===== src/hw/irq_rst_defines.svh =====
`ifndef IRQ_RST_DEFINES_SVH
`define IRQ_RST_DEFINES_SVH

// Register byte offsets on the bus.
`define OFS_PIN_CTRL 4'h0
`define OFS_RST_STATUS 4'h4
`define OFS_SYS_CFG 4'h8

// Pin control and status register fields.
`define BIT_EDGE_POL 5
`define BIT_PIN_EN 4
`define BIT_PENDING 3
`define BIT_ACK 2
`define BIT_INT_EN 1
`define BIT_LEVEL_MODE 0

// Reset status register fields.
`define BIT_POWER_ON 7
`define BIT_RST_PIN 6
`define BIT_WATCHDOG 5
`define BIT_BAD_OPCODE 4
`define BIT_BAD_ADDR 3
`define BIT_CLK_MODULE 2
`define BIT_LOW_VOLT 1

// System configuration register fields.
`define BIT_WDOG_EN 0
`define BIT_STOP_EN 1
`define BIT_BDM_EN 2
`define BIT_LVD_EN 3
`define BIT_LVD_RST_EN 4
`define BIT_LVD_STOP_EN 5

// Reset values.
`define RST_PIN_CTRL 8'h00
`define RST_STATUS_POWER_ON 8'h82
`define RST_SYS_CFG 8'h19

// Illegal address windows.
`define BAD_ADDR_LO0 16'h0880
`define BAD_ADDR_HI0 16'h17ff
`define BAD_ADDR_LO1 16'h182c
`define BAD_ADDR_HI1 16'hbfff

`endif


===== src/hw/irq_rst_pkg.sv =====
package irq_rst_pkg;

  // One byte-wide register.
  typedef logic [7:0] byte_reg_t;

  // Kind of reset seen in a cycle.
  typedef enum logic [1:0] {
    CAUSE_NONE,
    CAUSE_LOW_VOLT,
    CAUSE_OTHER
  } reset_cause_t;

endpackage


===== src/hw/ext_irq_and_reset_status.sv =====
// What this block does
// - Bit 5 picks falling or rising polarity.
// - Rising polarity selects pull-down instead of pull-up.
// - Bit 4 enables pin function and pull.
// - Bit 3 pending set on qualifying pin event.
// - Writing 1 to bit 2 clears pending.
// - Level mode: asserted pin blocks the clear.
// - Bit 1 lets pending raise CPU request.
// - Bit 0 picks edge-only or edge plus level.
// - Two unused control bits read zero.
// - Debug forced reset clears every status bit.
// - Status write restarts watchdog, keeps contents.
// - Power-on sets power-on and low-voltage bits.
// - Low-voltage reset keeps power-on, sets low-voltage.
// - Other resets record each active source only.
// - Bit 6 marks external reset pin low.
// - Bit 5 marks watchdog; option gates it.
// - Bit 4 marks bad opcode, incl stop, background.
// - Bit 3 marks access in illegal windows.
// - Unused register locations are not illegal.
// - Bit 2 marks clock module reset request.
// - Low-voltage reset needs both enables; stop gating.

`include "irq_rst_defines.svh"

module ext_irq_and_reset_status
  import irq_rst_pkg::*;
#(
  parameter int CPU_ADDR_W = 16
)
(
  // Clock and reset.
  input wire logic clk_i,
  input wire logic rst_i,
  // Avalon-MM register slave.
  input wire logic [3:0] avs_address_i,
  input wire logic avs_read_i,
  input wire logic avs_write_i,
  input wire logic [31:0] avs_writedata_i,
  input wire logic [3:0] avs_byteenable_i,
  output logic [31:0] avs_readdata_o,
  output logic avs_waitrequest_o,
  // External interrupt pin and its pull resistor.
  input wire logic irq_pin_i,
  output logic pull_enable_o,
  output logic pull_down_select_o,
  // Interrupt request to the CPU.
  output logic cpu_irq_o,
  // Reset sources.
  input wire logic reset_pin_n_i,
  input wire logic watchdog_timeout_i,
  input wire logic bad_opcode_i,
  input wire logic stop_exec_i,
  input wire logic enter_background_instruction_exec_i,
  input wire logic [CPU_ADDR_W-1:0] cpu_addr_i,
  input wire logic cpu_access_i,
  input wire logic clock_module_reset_i,
  input wire logic low_volt_trip_i,
  input wire logic stop_mode_i,
  input wire logic debug_force_reset_i,
  // Reset request and watchdog restart.
  output logic system_reset_o,
  output logic watchdog_restart_o
);

  // ---------------------------------------------------------------
  // Parameter check
  // ---------------------------------------------------------------

  // The illegal windows need a 16-bit address space at least.
  if (CPU_ADDR_W < 16)
  begin : g_bad_width
    $error("CPU_ADDR_W must be 16 or more.");
  end

  // ---------------------------------------------------------------
  // Declarations
  // ---------------------------------------------------------------

  byte_reg_t ctrl_reg;
  logic pending_reg;
  byte_reg_t status_reg;
  byte_reg_t cfg_reg;
  logic sync1_reg;
  logic sync2_reg;
  logic prev_reg;
  logic wait_reg;
  logic [31:0] rdata_reg;
  logic irq_reg;
  logic pull_en_reg;
  logic pull_dn_reg;
  logic sys_rst_reg;
  logic wd_restart_reg;
  logic bus_done;
  logic wr_ok;
  logic wr_ctrl;
  logic wr_status;
  logic wr_cfg;
  logic asserted_now;
  logic asserted_prev;
  logic pin_event;
  logic ack_clear;
  logic src_pin;
  logic src_wdog;
  logic src_opcode;
  logic src_addr;
  logic src_clk;
  logic src_lvd;
  logic [CPU_ADDR_W-1:0] lo0;
  logic [CPU_ADDR_W-1:0] hi0;
  logic [CPU_ADDR_W-1:0] lo1;
  logic [CPU_ADDR_W-1:0] hi1;
  reset_cause_t cause;
  byte_reg_t status_next;
  byte_reg_t read_byte;

  // ---------------------------------------------------------------
  // Bus handshake
  // ---------------------------------------------------------------

  // Each access waits one cycle, then completes.
  // Waitrequest rests high, so a request is never taken on the edge
  // at which it first appears.
  always_ff @(posedge clk_i)
  begin
    if (rst_i)
      wait_reg <= 1'b1;
    else if ((avs_read_i || avs_write_i) && wait_reg)
      wait_reg <= 1'b0;
    else
      wait_reg <= 1'b1;
  end

  // Decodes act only in the cycle in which the access completes.
  assign bus_done = (avs_read_i || avs_write_i) && !wait_reg;
  assign wr_ok = avs_write_i && bus_done && avs_byteenable_i[0];
  assign wr_ctrl = wr_ok && (avs_address_i == `OFS_PIN_CTRL);
  assign wr_status = avs_write_i && bus_done
                     && (avs_address_i == `OFS_RST_STATUS);
  assign wr_cfg = wr_ok && (avs_address_i == `OFS_SYS_CFG);

  // Read data mux; unmapped offsets read zero.
  always_comb
  begin
    read_byte = 8'h00;
    case (avs_address_i)
      `OFS_PIN_CTRL:
      begin
        read_byte = ctrl_reg;
        read_byte[`BIT_PENDING] = pending_reg;
        read_byte[`BIT_ACK] = 1'b0;
        read_byte[7:6] = 2'b00;
      end
      `OFS_RST_STATUS: read_byte = status_reg;
      `OFS_SYS_CFG: read_byte = cfg_reg;
      default: read_byte = 8'h00;
    endcase
  end

  // Read data is captured as the wait state ends.
  // Capturing in the wait cycle lets the data stand while waitrequest
  // is low, so the master takes it at the completing edge.
  always_ff @(posedge clk_i)
  begin
    if (rst_i)
      rdata_reg <= 32'h0000_0000;
    else if (avs_read_i && wait_reg)
      rdata_reg <= {24'h00_0000, read_byte};
  end

  // ---------------------------------------------------------------
  // Interrupt pin
  // ---------------------------------------------------------------

  // Two-stage synchroniser and one older sample.
  // The flops rest high: an idle pin of falling polarity then shows no
  // false edge when reset is released.
  always_ff @(posedge clk_i)
  begin
    if (rst_i)
    begin
      sync1_reg <= 1'b1;
      sync2_reg <= 1'b1;
      prev_reg <= 1'b1;
    end
    else
    begin
      sync1_reg <= irq_pin_i;
      sync2_reg <= sync1_reg;
      prev_reg <= sync2_reg;
    end
  end

  // Polarity turns the pin into an asserted level.
  assign asserted_now = ctrl_reg[`BIT_EDGE_POL] ? sync2_reg
                                                : !sync2_reg;
  assign asserted_prev = ctrl_reg[`BIT_EDGE_POL] ? prev_reg
                                                 : !prev_reg;

  // An event is an edge, or a held level in level mode.
  assign pin_event = ctrl_reg[`BIT_PIN_EN]
                     && ((asserted_now && !asserted_prev)
                     || (ctrl_reg[`BIT_LEVEL_MODE]
                     && asserted_now));

  // Acknowledge clears only when the level does not hold it.
  assign ack_clear = wr_ctrl && avs_writedata_i[`BIT_ACK]
                     && !(ctrl_reg[`BIT_LEVEL_MODE]
                     && asserted_now);

  // Control bits; cleared again by any system reset.
  always_ff @(posedge clk_i)
  begin
    if (rst_i || sys_rst_reg)
      ctrl_reg <= `RST_PIN_CTRL;
    else if (wr_ctrl)
    begin
      ctrl_reg[`BIT_EDGE_POL] <= avs_writedata_i[`BIT_EDGE_POL];
      ctrl_reg[`BIT_PIN_EN] <= avs_writedata_i[`BIT_PIN_EN];
      ctrl_reg[`BIT_INT_EN] <= avs_writedata_i[`BIT_INT_EN];
      ctrl_reg[`BIT_LEVEL_MODE] <= avs_writedata_i[`BIT_LEVEL_MODE];
    end
  end

  // Pending flag: a new event wins over a clear.
  // In level mode the held level sets the flag again each cycle, so an
  // early acknowledge cannot lose a request.
  always_ff @(posedge clk_i)
  begin
    if (rst_i || sys_rst_reg)
      pending_reg <= 1'b0;
    else if (pin_event)
      pending_reg <= 1'b1;
    else if (ack_clear)
      pending_reg <= 1'b0;
  end

  // CPU request and pull resistor control.
  always_ff @(posedge clk_i)
  begin
    if (rst_i)
    begin
      irq_reg <= 1'b0;
      pull_en_reg <= 1'b0;
      pull_dn_reg <= 1'b0;
    end
    else
    begin
      irq_reg <= ctrl_reg[`BIT_INT_EN] && pending_reg;
      pull_en_reg <= ctrl_reg[`BIT_PIN_EN];
      pull_dn_reg <= ctrl_reg[`BIT_PIN_EN]
                     && ctrl_reg[`BIT_EDGE_POL];
    end
  end

  // ---------------------------------------------------------------
  // Reset sources
  // ---------------------------------------------------------------

  // The limits are cast to the address width; a bus wider than 16 bits
  // is compared against the same two windows.
  assign lo0 = CPU_ADDR_W'(`BAD_ADDR_LO0);
  assign hi0 = CPU_ADDR_W'(`BAD_ADDR_HI0);
  assign lo1 = CPU_ADDR_W'(`BAD_ADDR_LO1);
  assign hi1 = CPU_ADDR_W'(`BAD_ADDR_HI1);

  // Qualify each source with its options.
  // Sources are levels sampled every cycle; one still active after the
  // pulse raises a new reset two cycles after the first.
  assign src_pin = !reset_pin_n_i;
  assign src_wdog = watchdog_timeout_i
                    && cfg_reg[`BIT_WDOG_EN];
  assign src_opcode = bad_opcode_i
                      || (stop_exec_i && !cfg_reg[`BIT_STOP_EN])
                      || (enter_background_instruction_exec_i
                      && !cfg_reg[`BIT_BDM_EN]);
  // Only the two gaps count; register areas never do.
  assign src_addr = cpu_access_i
                    && (((cpu_addr_i >= lo0) && (cpu_addr_i <= hi0))
                    || ((cpu_addr_i >= lo1)
                    && (cpu_addr_i <= hi1)));
  assign src_clk = clock_module_reset_i;
  assign src_lvd = low_volt_trip_i && cfg_reg[`BIT_LVD_EN]
                   && cfg_reg[`BIT_LVD_RST_EN]
                   && (!stop_mode_i
                   || cfg_reg[`BIT_LVD_STOP_EN]);

  // Classify the reset and build the new status value.
  // Low voltage wins when it coincides with another source.
  always_comb
  begin
    cause = CAUSE_NONE;
    status_next = status_reg;
    if (src_lvd)
      cause = CAUSE_LOW_VOLT;
    else if (src_pin || src_wdog || src_opcode || src_addr
             || src_clk || debug_force_reset_i)
      cause = CAUSE_OTHER;
    case (cause)
      CAUSE_LOW_VOLT:
      begin
        status_next = 8'h00;
        status_next[`BIT_POWER_ON] = status_reg[`BIT_POWER_ON];
        status_next[`BIT_LOW_VOLT] = 1'b1;
      end
      CAUSE_OTHER:
      begin
        // A debug force alone leaves every bit clear.
        status_next = 8'h00;
        status_next[`BIT_RST_PIN] = src_pin;
        status_next[`BIT_WATCHDOG] = src_wdog;
        status_next[`BIT_BAD_OPCODE] = src_opcode;
        status_next[`BIT_BAD_ADDR] = src_addr;
        status_next[`BIT_CLK_MODULE] = src_clk;
      end
      CAUSE_NONE: status_next = status_reg;
      default: status_next = status_reg;
    endcase
  end

  // Status is loaded on each reset; bus writes leave it alone.
  // Holding the value during the pulse keeps the recorded cause from
  // being overwritten by the reset that it triggered.
  always_ff @(posedge clk_i)
  begin
    if (rst_i)
      status_reg <= `RST_STATUS_POWER_ON;
    else if (!sys_rst_reg)
      status_reg <= status_next;
  end

  // Reset request pulse; one cycle, then sources re-examined.
  always_ff @(posedge clk_i)
  begin
    if (rst_i)
      sys_rst_reg <= 1'b0;
    else
      sys_rst_reg <= !sys_rst_reg
                     && (cause != CAUSE_NONE);
  end

  // Any write to the status offset restarts the watchdog.
  always_ff @(posedge clk_i)
  begin
    if (rst_i)
      wd_restart_reg <= 1'b0;
    else
      wd_restart_reg <= wr_status;
  end

  // Option bits are software settable; power-on reset only.
  // Bits 7:6 have no function and always read zero.
  always_ff @(posedge clk_i)
  begin
    if (rst_i)
      cfg_reg <= `RST_SYS_CFG;
    else if (wr_cfg)
      cfg_reg <= {2'b00, avs_writedata_i[5:0]};
  end

  // ---------------------------------------------------------------
  // Outputs
  // ---------------------------------------------------------------

  // Every output is a flop, so no decode glitch reaches the pins or
  // the reset tree.
  assign avs_readdata_o = rdata_reg;
  assign avs_waitrequest_o = wait_reg;
  assign pull_enable_o = pull_en_reg;
  assign pull_down_select_o = pull_dn_reg;
  assign cpu_irq_o = irq_reg;
  assign system_reset_o = sys_rst_reg;
  assign watchdog_restart_o = wd_restart_reg;

endmodule


===== config.mk =====
export PLATFORM = sky130hd
export DESIGN_NAME = ext_irq_and_reset_status
export DESIGN_NICKNAME = d
export VERILOG_FILES = /design/src/hw/irq_rst_pkg.sv /design/src/hw/ext_irq_and_reset_status.sv
export VERILOG_INCLUDE_DIRS = /design/src /design/src/hw
export SDC_FILE = /design/constraint.sdc
export NUM_CORES = 1
export LEC_CHECK = 0
export BUFFER_PORTS_ARGS = -buffer_cell sky130_fd_sc_hd__buf_2
export CAP_MARGIN = 0
export CORE_ASPECT_RATIO = 2
export CORE_MARGIN = 3
export CORE_UTILIZATION = 42
export CTS_BUF_LIST = sky130_fd_sc_hd__clkbuf_4
export DETAILED_ROUTE_END_ITERATION = 6
export HOLD_SLACK_MARGIN = 0.02
export PLACE_DENSITY_LB_ADDON = 0.1
export SETUP_SLACK_MARGIN = 0.3
export SLEW_MARGIN = 20
export SYNTH_ARGS = -nofsm -noshare
export SYNTH_HDL_FRONTEND = slang
export SYNTH_SLANG_ARGS = --single-unit

===== constraint.sdc =====
create_clock -name clk_i -period 2.47 [get_ports clk_i]
set_input_delay 0.494 -clock clk_i [delete_from_list [all_inputs] [get_ports clk_i]]
set_output_delay 0.494 -clock clk_i [all_outputs]
set_load 0.03 [all_outputs]

Word level (Yosys, flattened, before mapping)
Index checks and enable logic that the tools add are counted.

storage, ports and cells
  logic and storage cells = 87
  register bits after elaboration = 36
  output and inout bits = 38

cells by class
  bitwise logic cells = 2
  muxes and demuxes = 9
  reduce and logical (&&, ||, !) cells = 53
  magnitude comparators = 4
  equality and inequality tests = 4

operators by type and width
  operator              number
  $logic_and 1x1->1     25
  $pmux 8 s3            1
  $ge 16x12->1 const B  1
  $ge 16x13->1 const B  1
  $le 16x13->1 const B  1
  $le 16x16->1 const B  1
  $pmux 8 s2            1
  $logic_or 1x1->1      12
  $logic_not 1->1       10
  $reduce_bool 2->1     3
  $mux 1                5
  $eq 4x3->1 const B    1
  $eq 4x4->1 const B    1
  $logic_not 4->1       1
  $mux 2                2
  $reduce_and 3->1      1
  $eq 2x1->1 const B    1
  $eq 2x2->1 const B    1
  $not 1->1             2
  $reduce_and 2->1      1

Logic depth before layout (Yosys ltp)
Gate-level depths: netlist of the first run.

  word-level depth = 13
  depth in mapped cells = 6
  gate-level depth less buffers = 5

Worst setup path after synthesis of the first run
OpenSTA, ideal clock, no wires.

  kind = input to register
  start = in avs_address_i[2]
  end = reg cfg_reg[0]
  path buffers = 2
  arrival time = 1.556 ns
  setup time = 0.129 ns
  stages = 6
  data required time = 2.341 ns
  setup slack = 0.786 ns
  cell sequence = buf_6 nor4b_4 and3_1 buf_6 mux2i_1 nand2_1

on the way
  longest elaborated chain between the ends = 2

RTL lines
  what                  line                             source
  start, declared       ext_irq_and_reset_status.sv:36   input wire logic [3:0] avs_address_i,
  $eq 4x4->1            n/a
  $logic_and 1x1->1     ext_irq_and_reset_status.sv:140  assign wr_cfg = wr_ok && (avs_address_i == `OFS_SYS_CFG);
  end signal, assigned  ext_irq_and_reset_status.sv:356  cfg_reg <= `RST_SYS_CFG;
  end signal, assigned  ext_irq_and_reset_status.sv:358  cfg_reg <= {2'b00, avs_writedata_i[5:0]};
  end, declared         ext_irq_and_reset_status.sv:83   byte_reg_t cfg_reg;

No other way between the ends.
A chain may end at the register's enable or synchronous reset.

Final worst setup path of the first run
  start = reg sys_rst_reg (netlist: system_reset_o)
  end = out system_reset_o

RTL lines
  what                    line                             source
  start, declared         ext_irq_and_reset_status.sv:92   logic sys_rst_reg;
  start signal, assigned  ext_irq_and_reset_status.sv:338  sys_rst_reg <= !sys_rst_reg
  end, declared           ext_irq_and_reset_status.sv:62   output logic system_reset_o,

No word-level cell between the ends.

==> results of run 1 <==
stage by stage:
step / area [um^2] / util / instances / power, W
after floorplan: 1790 / - / 210 / 0.000744
after global placement: 1910 / 0.492 / 286 / 0.000769
after detailed placement: 1910 / 0.492 / 286 / 0.000770
after CTS: 1970 / 0.507 / 294 / 0.00109
after global routing: 1970 / 0.507 / 294 / 0.00113
final: 1970 / 0.507 / 294 / 0.00108
cell families after synthesis:
group	count (synthesis)
and+or+nand+nor	57
buffers and inverters	40
AOI/OAI and AO/OA	38
DFF	35
muxes	14
xor gates and xnor gates	2
other	1
cells in the final DEF (no fill, tap or decap), types with 3 or more instances in the layout:
cell type | netlist | layout
sky130_fd_sc_hd__inv_1 | 9 | 9
sky130_fd_sc_hd__nor2_1 | 16 | 16
sky130_fd_sc_hd__buf_4 | 24 | 3
sky130_fd_sc_hd__mux2i_1 | 10 | 10
sky130_fd_sc_hd__a22oi_1 | 4 | 4
sky130_fd_sc_hd__clkbuf_4 | 0 | 6
sky130_fd_sc_hd__o32ai_1 | 4 | 4
sky130_fd_sc_hd__a21oi_1 | 10 | 10
sky130_fd_sc_hd__mux2_2 | 4 | 4
sky130_fd_sc_hd__or2_2 | 3 | 3
sky130_fd_sc_hd__nand2_1 | 16 | 16
sky130_fd_sc_hd__and3_1 | 3 | 3
sky130_fd_sc_hd__conb_1 | 1 | 24
sky130_fd_sc_hd__nor3_1 | 5 | 5
sky130_fd_sc_hd__o211ai_1 | 3 | 3
sky130_fd_sc_hd__buf_2 | 0 | 53
sky130_fd_sc_hd__dfxtp_1 | 35 | 35
sky130_fd_sc_hd__o21ai_0 | 4 | 4
metal layers:
| layer | track usage | share of wire | up-vias |
|---|---|---|---|
| li1 | - | - | 720 |
| met1 | 0.168 | 0.37 | 641 |
| met2 | 0.329 | 0.55 | 45 |
| met3 | 0.0372 | 0.051 | 6 |
| met4 | 0.0876 | 0.022 | 0 |
| met5 | 0 | 0 | - |
power by group through the flow:
stage / clock network [W] / logic [W] / registers, W
finish: 0.000320 / 0.000165 / 0.000592
global route: 0.000358 / 0.000182 / 0.000594
CTS: 0.000332 / 0.000166 / 0.000592
detailed placement: 0 / 0.000165 / 0.000604
global placement: 0 / 0.000165 / 0.000604
floorplan: 0 / 0.000139 / 0.000605
worst min-delay path by stage:
stage	cells after the start	slack, ps	start	to
after detailed placement	1	400	sync1_reg	sync2_reg
final	2	330	irq_pin_i	sync1_reg
after floorplan	1	390	sync1_reg	sync2_reg
after global placement	1	390	sync1_reg	sync2_reg
after global routing	2	310	irq_pin_i	sync1_reg
after CTS	2	310	irq_pin_i	sync1_reg
layout make-up:
cell class / instances / area share
well taps: 51 / 0.0324
flip-flops and latches: 35 / 0.356
clock inverters: 2 / 0.00635
clock buffers: 6 / 0.0229
multi-input cells: 135 / 0.419
repair buffers: 56 / 0.146
inverters: 9 / 0.0172
==> impl_metrics.xml, run 1 <==
<?xml version="1.0" encoding="UTF-8"?>
<metrics>
  <group name="power_and_ir_drop">
    <metric name="share_comb_of_total_power" unit="">0.153</metric>
    <metric name="power.share.clock" unit="">0.297</metric>
    <metric name="worst_ir_drop_vdd" unit="V">0.000341</metric>
    <metric name="seq_power_share" unit="">0.549</metric>
    <metric name="p_int" unit="W">0.000753</metric>
    <metric name="p_sw" unit="W">0.000324</metric>
    <metric name="power_density" unit="mW/mm^2">547</metric>
    <metric name="power_leakage" unit="nW">0.924</metric>
    <metric name="power_switching_share" unit="">0.301</metric>
  </group>
  <group name="synthesis">
    <metric name="synth_edf_count" unit="">0</metric>
    <metric name="yosys.area.top_type_share" unit="">0.410</metric>
    <metric name="synth-warning-count" unit="">0</metric>
    <metric name="synth_most_common_cell" unit="">sky130_fd_sc_hd__dfxtp_1</metric>
    <metric name="synth.yosys.seq_area_share" unit="">0.410</metric>
    <metric name="combinational_family_with_the_most_area_after_synthesis" unit="">simple AND/OR/NAND/NOR gates</metric>
    <metric name="post_synth_fa_ha_maj_area_fraction" unit="">0</metric>
    <metric name="synth.top_cells.by_count" unit="">sky130_fd_sc_hd__dfxtp_1 (35), sky130_fd_sc_hd__buf_4 (24), sky130_fd_sc_hd__nand2_1 (16), sky130_fd_sc_hd__nor2_1 (16)</metric>
    <metric name="post-synth-top-area-cell" unit="">sky130_fd_sc_hd__dfxtp_1</metric>
    <metric name="yosys.area_share.xor_xnor" unit="">0.0103</metric>
    <metric name="mappedNetlistArea" unit="mm^2">0.00171</metric>
    <metric name="synth.area.mux_share" unit="">0.0850</metric>
    <metric name="post_synth.cell_area_avg" unit="um^2">9.13</metric>
    <metric name="synthesized_area_fraction_occupied_by_ao_oa_aoi_and_oai_cells" unit="">0.158</metric>
    <metric name="ys_seq_elements" unit="">35</metric>
    <metric name="cell_types_with_the_largest_area_share_after_synthesis" unit="">sky130_fd_sc_hd__dfxtp_1 (41%), sky130_fd_sc_hd__buf_4 (11%), sky130_fd_sc_hd__mux2i_1 (5.9%), sky130_fd_sc_hd__nand2_1 (3.5%), sky130_fd_sc_hd__nor2_1 (3.5%)</metric>
    <metric name="synth_cells" unit="">187</metric>
    <metric name="postSynth.asyncResetShare" unit="">0</metric>
    <metric name="synthFlopType" unit="">sky130_fd_sc_hd__dfxtp_1</metric>
    <metric name="synthSimpleGateAreaFrac" unit="">0.177</metric>
    <metric name="synth_cell_types" unit="">42</metric>
  </group>
  <group name="worst_hold_path">
    <metric name="hold_class" unit="">input pin to register</metric>
  </group>
  <group name="die">
    <metric name="dieArea" unit="mm^2">0.00491</metric>
    <metric name="core.rowCount" unit="">32</metric>
    <metric name="pin_count" unit="">109</metric>
    <metric name="fp.coreArea" unit="mm^2">0.00388</metric>
    <metric name="floorplan.die.width" unit="um">51.1</metric>
    <metric name="chipHeight" unit="um">96.2</metric>
    <metric name="initial_utilization" unit="">0.440</metric>
  </group>
  <group name="final_layout">
    <metric name="number_of_antenna_diodes" unit="">0</metric>
    <metric name="area.sequential" unit="um^2">701</metric>
    <metric name="final_net_count" unit="">313</metric>
    <metric name="drive_gt1_frac" unit="">0.313</metric>
    <metric name="syn_to_final_growth" unit="%">15.3</metric>
    <metric name="largest_register_ff_count" unit="">8</metric>
    <metric name="fillerInstances" unit="">405</metric>
    <metric name="multi_input_comb_area" unit="um^2">826</metric>
  </group>
  <group name="clock_tree">
    <metric name="tritoncts_num_sinks" unit="">35</metric>
    <metric name="root_buffer" unit="">sky130_fd_sc_hd__clkbuf_4</metric>
    <metric name="postCtsSetupRepairBufs" unit="">0</metric>
    <metric name="cts-htree-levels" unit="">2</metric>
    <metric name="cts-buffers-inserted" unit="">5</metric>
    <metric name="tritoncts" unit="">built</metric>
    <metric name="cts_repair_resize_count" unit="">0</metric>
    <metric name="clkLatencyLatePin" unit="ps">340</metric>
    <metric name="clock_slew_at_reported_path_ffs" unit="ps">110</metric>
    <metric name="cts_hold_buf" unit="">0</metric>
    <metric name="clock_tree.buffer_depth" unit="">2</metric>
  </group>
  <group name="setup_path">
    <metric name="peak_per_stage_delay_on_the_critical_path" unit="ps">580</metric>
    <metric name="critical_path.reg2reg.startpoint" unit="">cfg_reg[1]</metric>
    <metric name="path_class" unit="">register to output pin</metric>
    <metric name="minimum_setup_slack_among_reg_to_reg_paths" unit="ps">790</metric>
    <metric name="crit_path_end_kind" unit="">output pin</metric>
    <metric name="endpoint" unit="">system_reset_o</metric>
    <metric name="crit_cells" unit="">1</metric>
    <metric name="capture_point_of_the_worst_reg_to_reg_path" unit="">system_reset_o</metric>
    <metric name="timing.critical_path.fanout_max" unit="">11</metric>
    <metric name="critPathSlowestCell" unit="">sky130_fd_sc_hd__dfxtp_1</metric>
    <metric name="reg2reg_depth" unit="">5</metric>
    <metric name="cp_cell_sequence" unit="">buf_2</metric>
    <metric name="timing.critical_path.required" unit="ps">1980</metric>
    <metric name="critPathArrivalTime" unit="ps">1190</metric>
    <metric name="timing.critical_path.from" unit="">system_reset_o</metric>
    <metric name="cp-start-kind" unit="">register</metric>
    <metric name="critical_path.top_delay_family" unit="">flip-flops</metric>
    <metric name="bufs_and_invs_on_worst_path" unit="">1</metric>
  </group>
  <group name="timing">
    <metric name="finalCriticalPeriod" unit="ps">1690</metric>
    <metric name="grt_setup_unrepaired" unit="">no</metric>
    <metric name="layout_worst_path_cycle_share" unit="">0.683</metric>
    <metric name="finalSetupViolCount" unit="">0</metric>
    <metric name="tightestPinTransition" unit="ps">572</metric>
    <metric name="final.setup_skew" unit="ps">12.4</metric>
    <metric name="final.hold.worst_slack" unit="ps">328</metric>
    <metric name="hold_violations" unit="">0</metric>
    <metric name="fin_setup_tns" unit="ps">0</metric>
    <metric name="report.final.slew_viol_count" unit="">0</metric>
    <metric name="layout_setup_ws" unit="ps">783</metric>
    <metric name="slew-limit-headroom" unit="">0.614</metric>
    <metric name="fmax" unit="MHz">593</metric>
  </group>
  <group name="global_routing">
    <metric name="grt_pass1_vias" unit="">1409</metric>
    <metric name="grt_max_degree" unit="">27</metric>
    <metric name="grt-ovfl-total" unit="">0</metric>
    <metric name="grt_first_pass_wirelength" unit="um">6350</metric>
    <metric name="antenna_violations_before_repair" unit="">0</metric>
    <metric name="grt_util_all_layers" unit="">0.173</metric>
  </group>
  <group name="routing">
    <metric name="remaining_drc_errors" unit="">0</metric>
    <metric name="routed_via_density" unit="">4.80</metric>
    <metric name="remaining_number_of_nets_flagged_by_the_antenna_check_after_routing" unit="">0</metric>
    <metric name="wl_per_cell" unit="um">12.9</metric>
    <metric name="drt_initial_violations" unit="">25</metric>
    <metric name="detailedRoute.firstPassIterationCount" unit="">5</metric>
    <metric name="detailroute.via_count" unit="">1412</metric>
    <metric name="wl" unit="um">3790</metric>
  </group>
  <group name="placed_design">
    <metric name="detailedPlace.worstSlack" unit="ps">491</metric>
    <metric name="gpl.final_weighted_congestion" unit="">0.775</metric>
    <metric name="io_buffers" unit="">53</metric>
    <metric name="dp_hpwl" unit="um">3020</metric>
  </group>
  <group name="outcome">
    <metric name="run_status" unit="">finished clean</metric>
  </group>
  <group name="run">
    <metric name="count_of_max_cap_constraint_violations" unit="">0</metric>
  </group>
</metrics>
Power figures use the tool's default switching activity.
==> run 2: changes to the inputs <==
- ABC_AREA: not set -> 1
- CORE_UTILIZATION: 42 -> 40
- clock period: 2.47 -> 1.5 ns (I/O delays scaled with it)
==> impl_metrics.xml, run 2 <==
<?xml version="1.0" encoding="UTF-8"?>
<metrics>
  <group name="clock_tree">
    <metric name="clock_tree.buffer_depth" unit="">2</metric>
    <metric name="tritoncts" unit="">built</metric>
    <metric name="clkLatencyLatePin" unit="ps">330</metric>
    <metric name="clock_slew_at_reported_path_ffs" unit="ps">110</metric>
    <metric name="cts-buffers-inserted" unit="">5</metric>
    <metric name="root_buffer" unit="">sky130_fd_sc_hd__clkbuf_4</metric>
    <metric name="tritoncts_num_sinks" unit="">35</metric>
    <metric name="cts_hold_buf" unit="">0</metric>
    <metric name="cts-htree-levels" unit="">2</metric>
  </group>
  <group name="setup_path">
    <metric name="peak_per_stage_delay_on_the_critical_path" unit="ps">390</metric>
    <metric name="cp_cell_sequence" unit="">buf_4</metric>
    <metric name="critical_path.top_delay_family" unit="">flip-flops</metric>
    <metric name="crit_path_end_kind" unit="">output pin</metric>
    <metric name="timing.critical_path.required" unit="ps">1200</metric>
    <metric name="critPathSlowestCell" unit="">sky130_fd_sc_hd__dfxtp_2</metric>
    <metric name="timing.critical_path.fanout_max" unit="">5</metric>
    <metric name="critPathArrivalTime" unit="ps">890</metric>
    <metric name="path_class" unit="">register to output pin</metric>
    <metric name="cp-start-kind" unit="">register</metric>
    <metric name="bufs_and_invs_on_worst_path" unit="">1</metric>
  </group>
  <group name="worst_hold_path">
    <metric name="hold_class" unit="">input pin to register</metric>
  </group>
  <group name="global_routing">
    <metric name="grt_pass1_vias" unit="">1435</metric>
    <metric name="grt_max_degree" unit="">13</metric>
    <metric name="grt_util_all_layers" unit="">0.167</metric>
    <metric name="grt-ovfl-total" unit="">0</metric>
    <metric name="grt_first_pass_wirelength" unit="um">6530</metric>
    <metric name="antenna_violations_before_repair" unit="">0</metric>
  </group>
  <group name="synthesis">
    <metric name="synth.top_cells.by_count" unit="">sky130_fd_sc_hd__nand2_1 (54), sky130_fd_sc_hd__dfxtp_1 (35), sky130_fd_sc_hd__buf_4 (24)</metric>
    <metric name="synthSimpleGateAreaFrac" unit="">0.283</metric>
    <metric name="synthesized_area_fraction_occupied_by_ao_oa_aoi_and_oai_cells" unit="">0.146</metric>
    <metric name="cell_types_with_the_largest_area_share_after_synthesis" unit="">sky130_fd_sc_hd__dfxtp_1 (40%), sky130_fd_sc_hd__nand2_1 (11%), sky130_fd_sc_hd__buf_4 (10%), sky130_fd_sc_hd__a21oi_1 (4.0%), sky130_fd_sc_hd__inv_1 (3.8%)</metric>
    <metric name="synth_cell_types" unit="">33</metric>
    <metric name="synth_edf_count" unit="">0</metric>
    <metric name="synth_cells" unit="">226</metric>
    <metric name="synth_most_common_cell" unit="">sky130_fd_sc_hd__nand2_1</metric>
    <metric name="mappedNetlistArea" unit="mm^2">0.00177</metric>
    <metric name="postSynth.asyncResetShare" unit="">0</metric>
    <metric name="ys_seq_elements" unit="">35</metric>
    <metric name="synthFlopType" unit="">sky130_fd_sc_hd__dfxtp_1</metric>
    <metric name="combinational_family_with_the_most_area_after_synthesis" unit="">simple AND/OR/NAND/NOR gates</metric>
    <metric name="post_synth.cell_area_avg" unit="um^2">7.83</metric>
    <metric name="synth.yosys.seq_area_share" unit="">0.396</metric>
    <metric name="synth.area.mux_share" unit="">0</metric>
    <metric name="yosys.area_share.xor_xnor" unit="">0.00989</metric>
    <metric name="synth-warning-count" unit="">0</metric>
    <metric name="post_synth_fa_ha_maj_area_fraction" unit="">0</metric>
    <metric name="post-synth-top-area-cell" unit="">sky130_fd_sc_hd__dfxtp_1</metric>
    <metric name="yosys.area.top_type_share" unit="">0.396</metric>
  </group>
  <group name="final_layout">
    <metric name="drive_gt1_frac" unit="">0.392</metric>
    <metric name="syn_to_final_growth" unit="%">24.0</metric>
    <metric name="number_of_antenna_diodes" unit="">0</metric>
    <metric name="leading_cell_type_in_the_layout_fill_and_taps_excluded" unit="">sky130_fd_sc_hd__nand2_1</metric>
    <metric name="final_net_count" unit="">363</metric>
    <metric name="layout_common_cells" unit="">sky130_fd_sc_hd__nand2_1 (51), sky130_fd_sc_hd__buf_2 (46), sky130_fd_sc_hd__dfxtp_1 (28)</metric>
    <metric name="largest_register_ff_count" unit="">8</metric>
    <metric name="final_cells" unit="">345</metric>
  </group>
  <group name="die">
    <metric name="pin_count" unit="">109</metric>
    <metric name="chipHeight" unit="um">100</metric>
    <metric name="core.rowCount" unit="">33</metric>
    <metric name="floorplan.die.width" unit="um">53.0</metric>
    <metric name="initial_utilization" unit="">0.425</metric>
    <metric name="fp.coreArea" unit="mm^2">0.00417</metric>
    <metric name="dieArea" unit="mm^2">0.00531</metric>
  </group>
  <group name="timing">
    <metric name="fmax" unit="MHz">840</metric>
    <metric name="report.final.slew_viol_count" unit="">0</metric>
    <metric name="layout_worst_path_cycle_share" unit="">0.793</metric>
    <metric name="final.setup_skew" unit="ps">11.8</metric>
    <metric name="grt_setup_unrepaired" unit="">yes</metric>
    <metric name="hold_violations" unit="">0</metric>
    <metric name="finalSetupViolCount" unit="">0</metric>
    <metric name="fin_setup_tns" unit="ps">0</metric>
    <metric name="layout_setup_ws" unit="ps">310</metric>
    <metric name="finalCriticalPeriod" unit="ps">1190</metric>
  </group>
  <group name="placed_design">
    <metric name="io_buffers" unit="">53</metric>
    <metric name="placed_instances" unit="">330</metric>
    <metric name="gpl.final_weighted_congestion" unit="">0.808</metric>
    <metric name="detailedPlace.worstSlack" unit="ps">160</metric>
    <metric name="dp_hpwl" unit="um">3280</metric>
  </group>
  <group name="routing">
    <metric name="wl" unit="um">4030</metric>
    <metric name="drt_initial_violations" unit="">13</metric>
    <metric name="routed_via_density" unit="">4.57</metric>
    <metric name="detailedRoute.firstPassIterationCount" unit="">4</metric>
    <metric name="remaining_drc_errors" unit="">0</metric>
    <metric name="wl_per_cell" unit="um">11.7</metric>
    <metric name="detailroute.via_count" unit="">1575</metric>
    <metric name="remaining_number_of_nets_flagged_by_the_antenna_check_after_routing" unit="">0</metric>
  </group>
  <group name="outcome">
    <metric name="run_status" unit="">finished clean</metric>
  </group>
  <group name="power_and_ir_drop">
    <metric name="worst_ir_drop_vdd" unit="V">0.000492</metric>
    <metric name="power_density" unit="mW/mm^2">810</metric>
    <metric name="power_leakage" unit="nW">1.04</metric>
    <metric name="report.power.total" unit="W">0.00178</metric>
  </group>
  <group name="run">
    <metric name="count_of_max_cap_constraint_violations" unit="">0</metric>
  </group>
</metrics>
run 2: cell types whose count changed after synthesis, sizes merged, moves of 5 or more:
cell / change
nand2: +41
a21oi: +8
nor2: +5
mux2i: -10
o21ai: +8
nand3: +8
inv: +15
run 2: power breakdown:
group          internal (W)  switching (W)  total [W]
combinational      0.000102       0.000219   0.000321
clock              0.000172       0.000315   0.000487
sequential         0.000955      0.0000162   0.000971
total               0.00123       0.000550    0.00178
run 2: repair_timing:
| item | in CTS | in global routing |
|---|---|---|
| pin swaps | 2 | 5 |
| setup buffers | 4 | 3 |
| gates cloned | 0 | 0 |
| resized for setup | 3 | 29 |
| setup endpoints to repair | 8 | 18 |
run 2: cell type report:
type,instances,area [um^2]
repair buffers,63,358
clock buffers,5,37.5
flip-flops and latches,35,709
multi-input cells,163,916
well taps,52,65.1
fillers,463,1970
clock inverters,3,15.0
inverters,24,95.1
run 2: cells by family after synthesis:
family	Yosys count
AOI/OAI and AO/OA	39
xor gates and xnor gates	2
buffers and inverters	51
DFF	35
other	1
and+or+nand+nor	98
run 2: path summary, 6_finish.rpt:
check                                     from        endpoint  slack (ps)  cells past startpoint
worst max-delay path            system_reset_o  system_reset_o         310                      1
worst min-delay path                 irq_pin_i       sync1_reg         150                      2
worst max register to register      cfg_reg[2]   status_reg[6]         360                      8
worst min register to register       sync1_reg       sync2_reg         420                      1
run 2: per-layer routing:
metal	up-vias	GRT usage	wire length [um]
met2	58	0.309	2270
met3	9	0.0312	265
met4	0	0.0886	111
li1	814	-	-
met5	-	0	0
met1	694	0.166	1390
run 2: per-stage QoR:
stage           util  cell area, um^2  hold WS, ps
6_report       0.527             2200          147
4_1_cts        0.505             2110          134
5_1_grt        0.527             2200          138
2_1_floorplan      -             1860          389
3_3_place_gp   0.484             2020          395
3_5_place_dp   0.484             2020          401
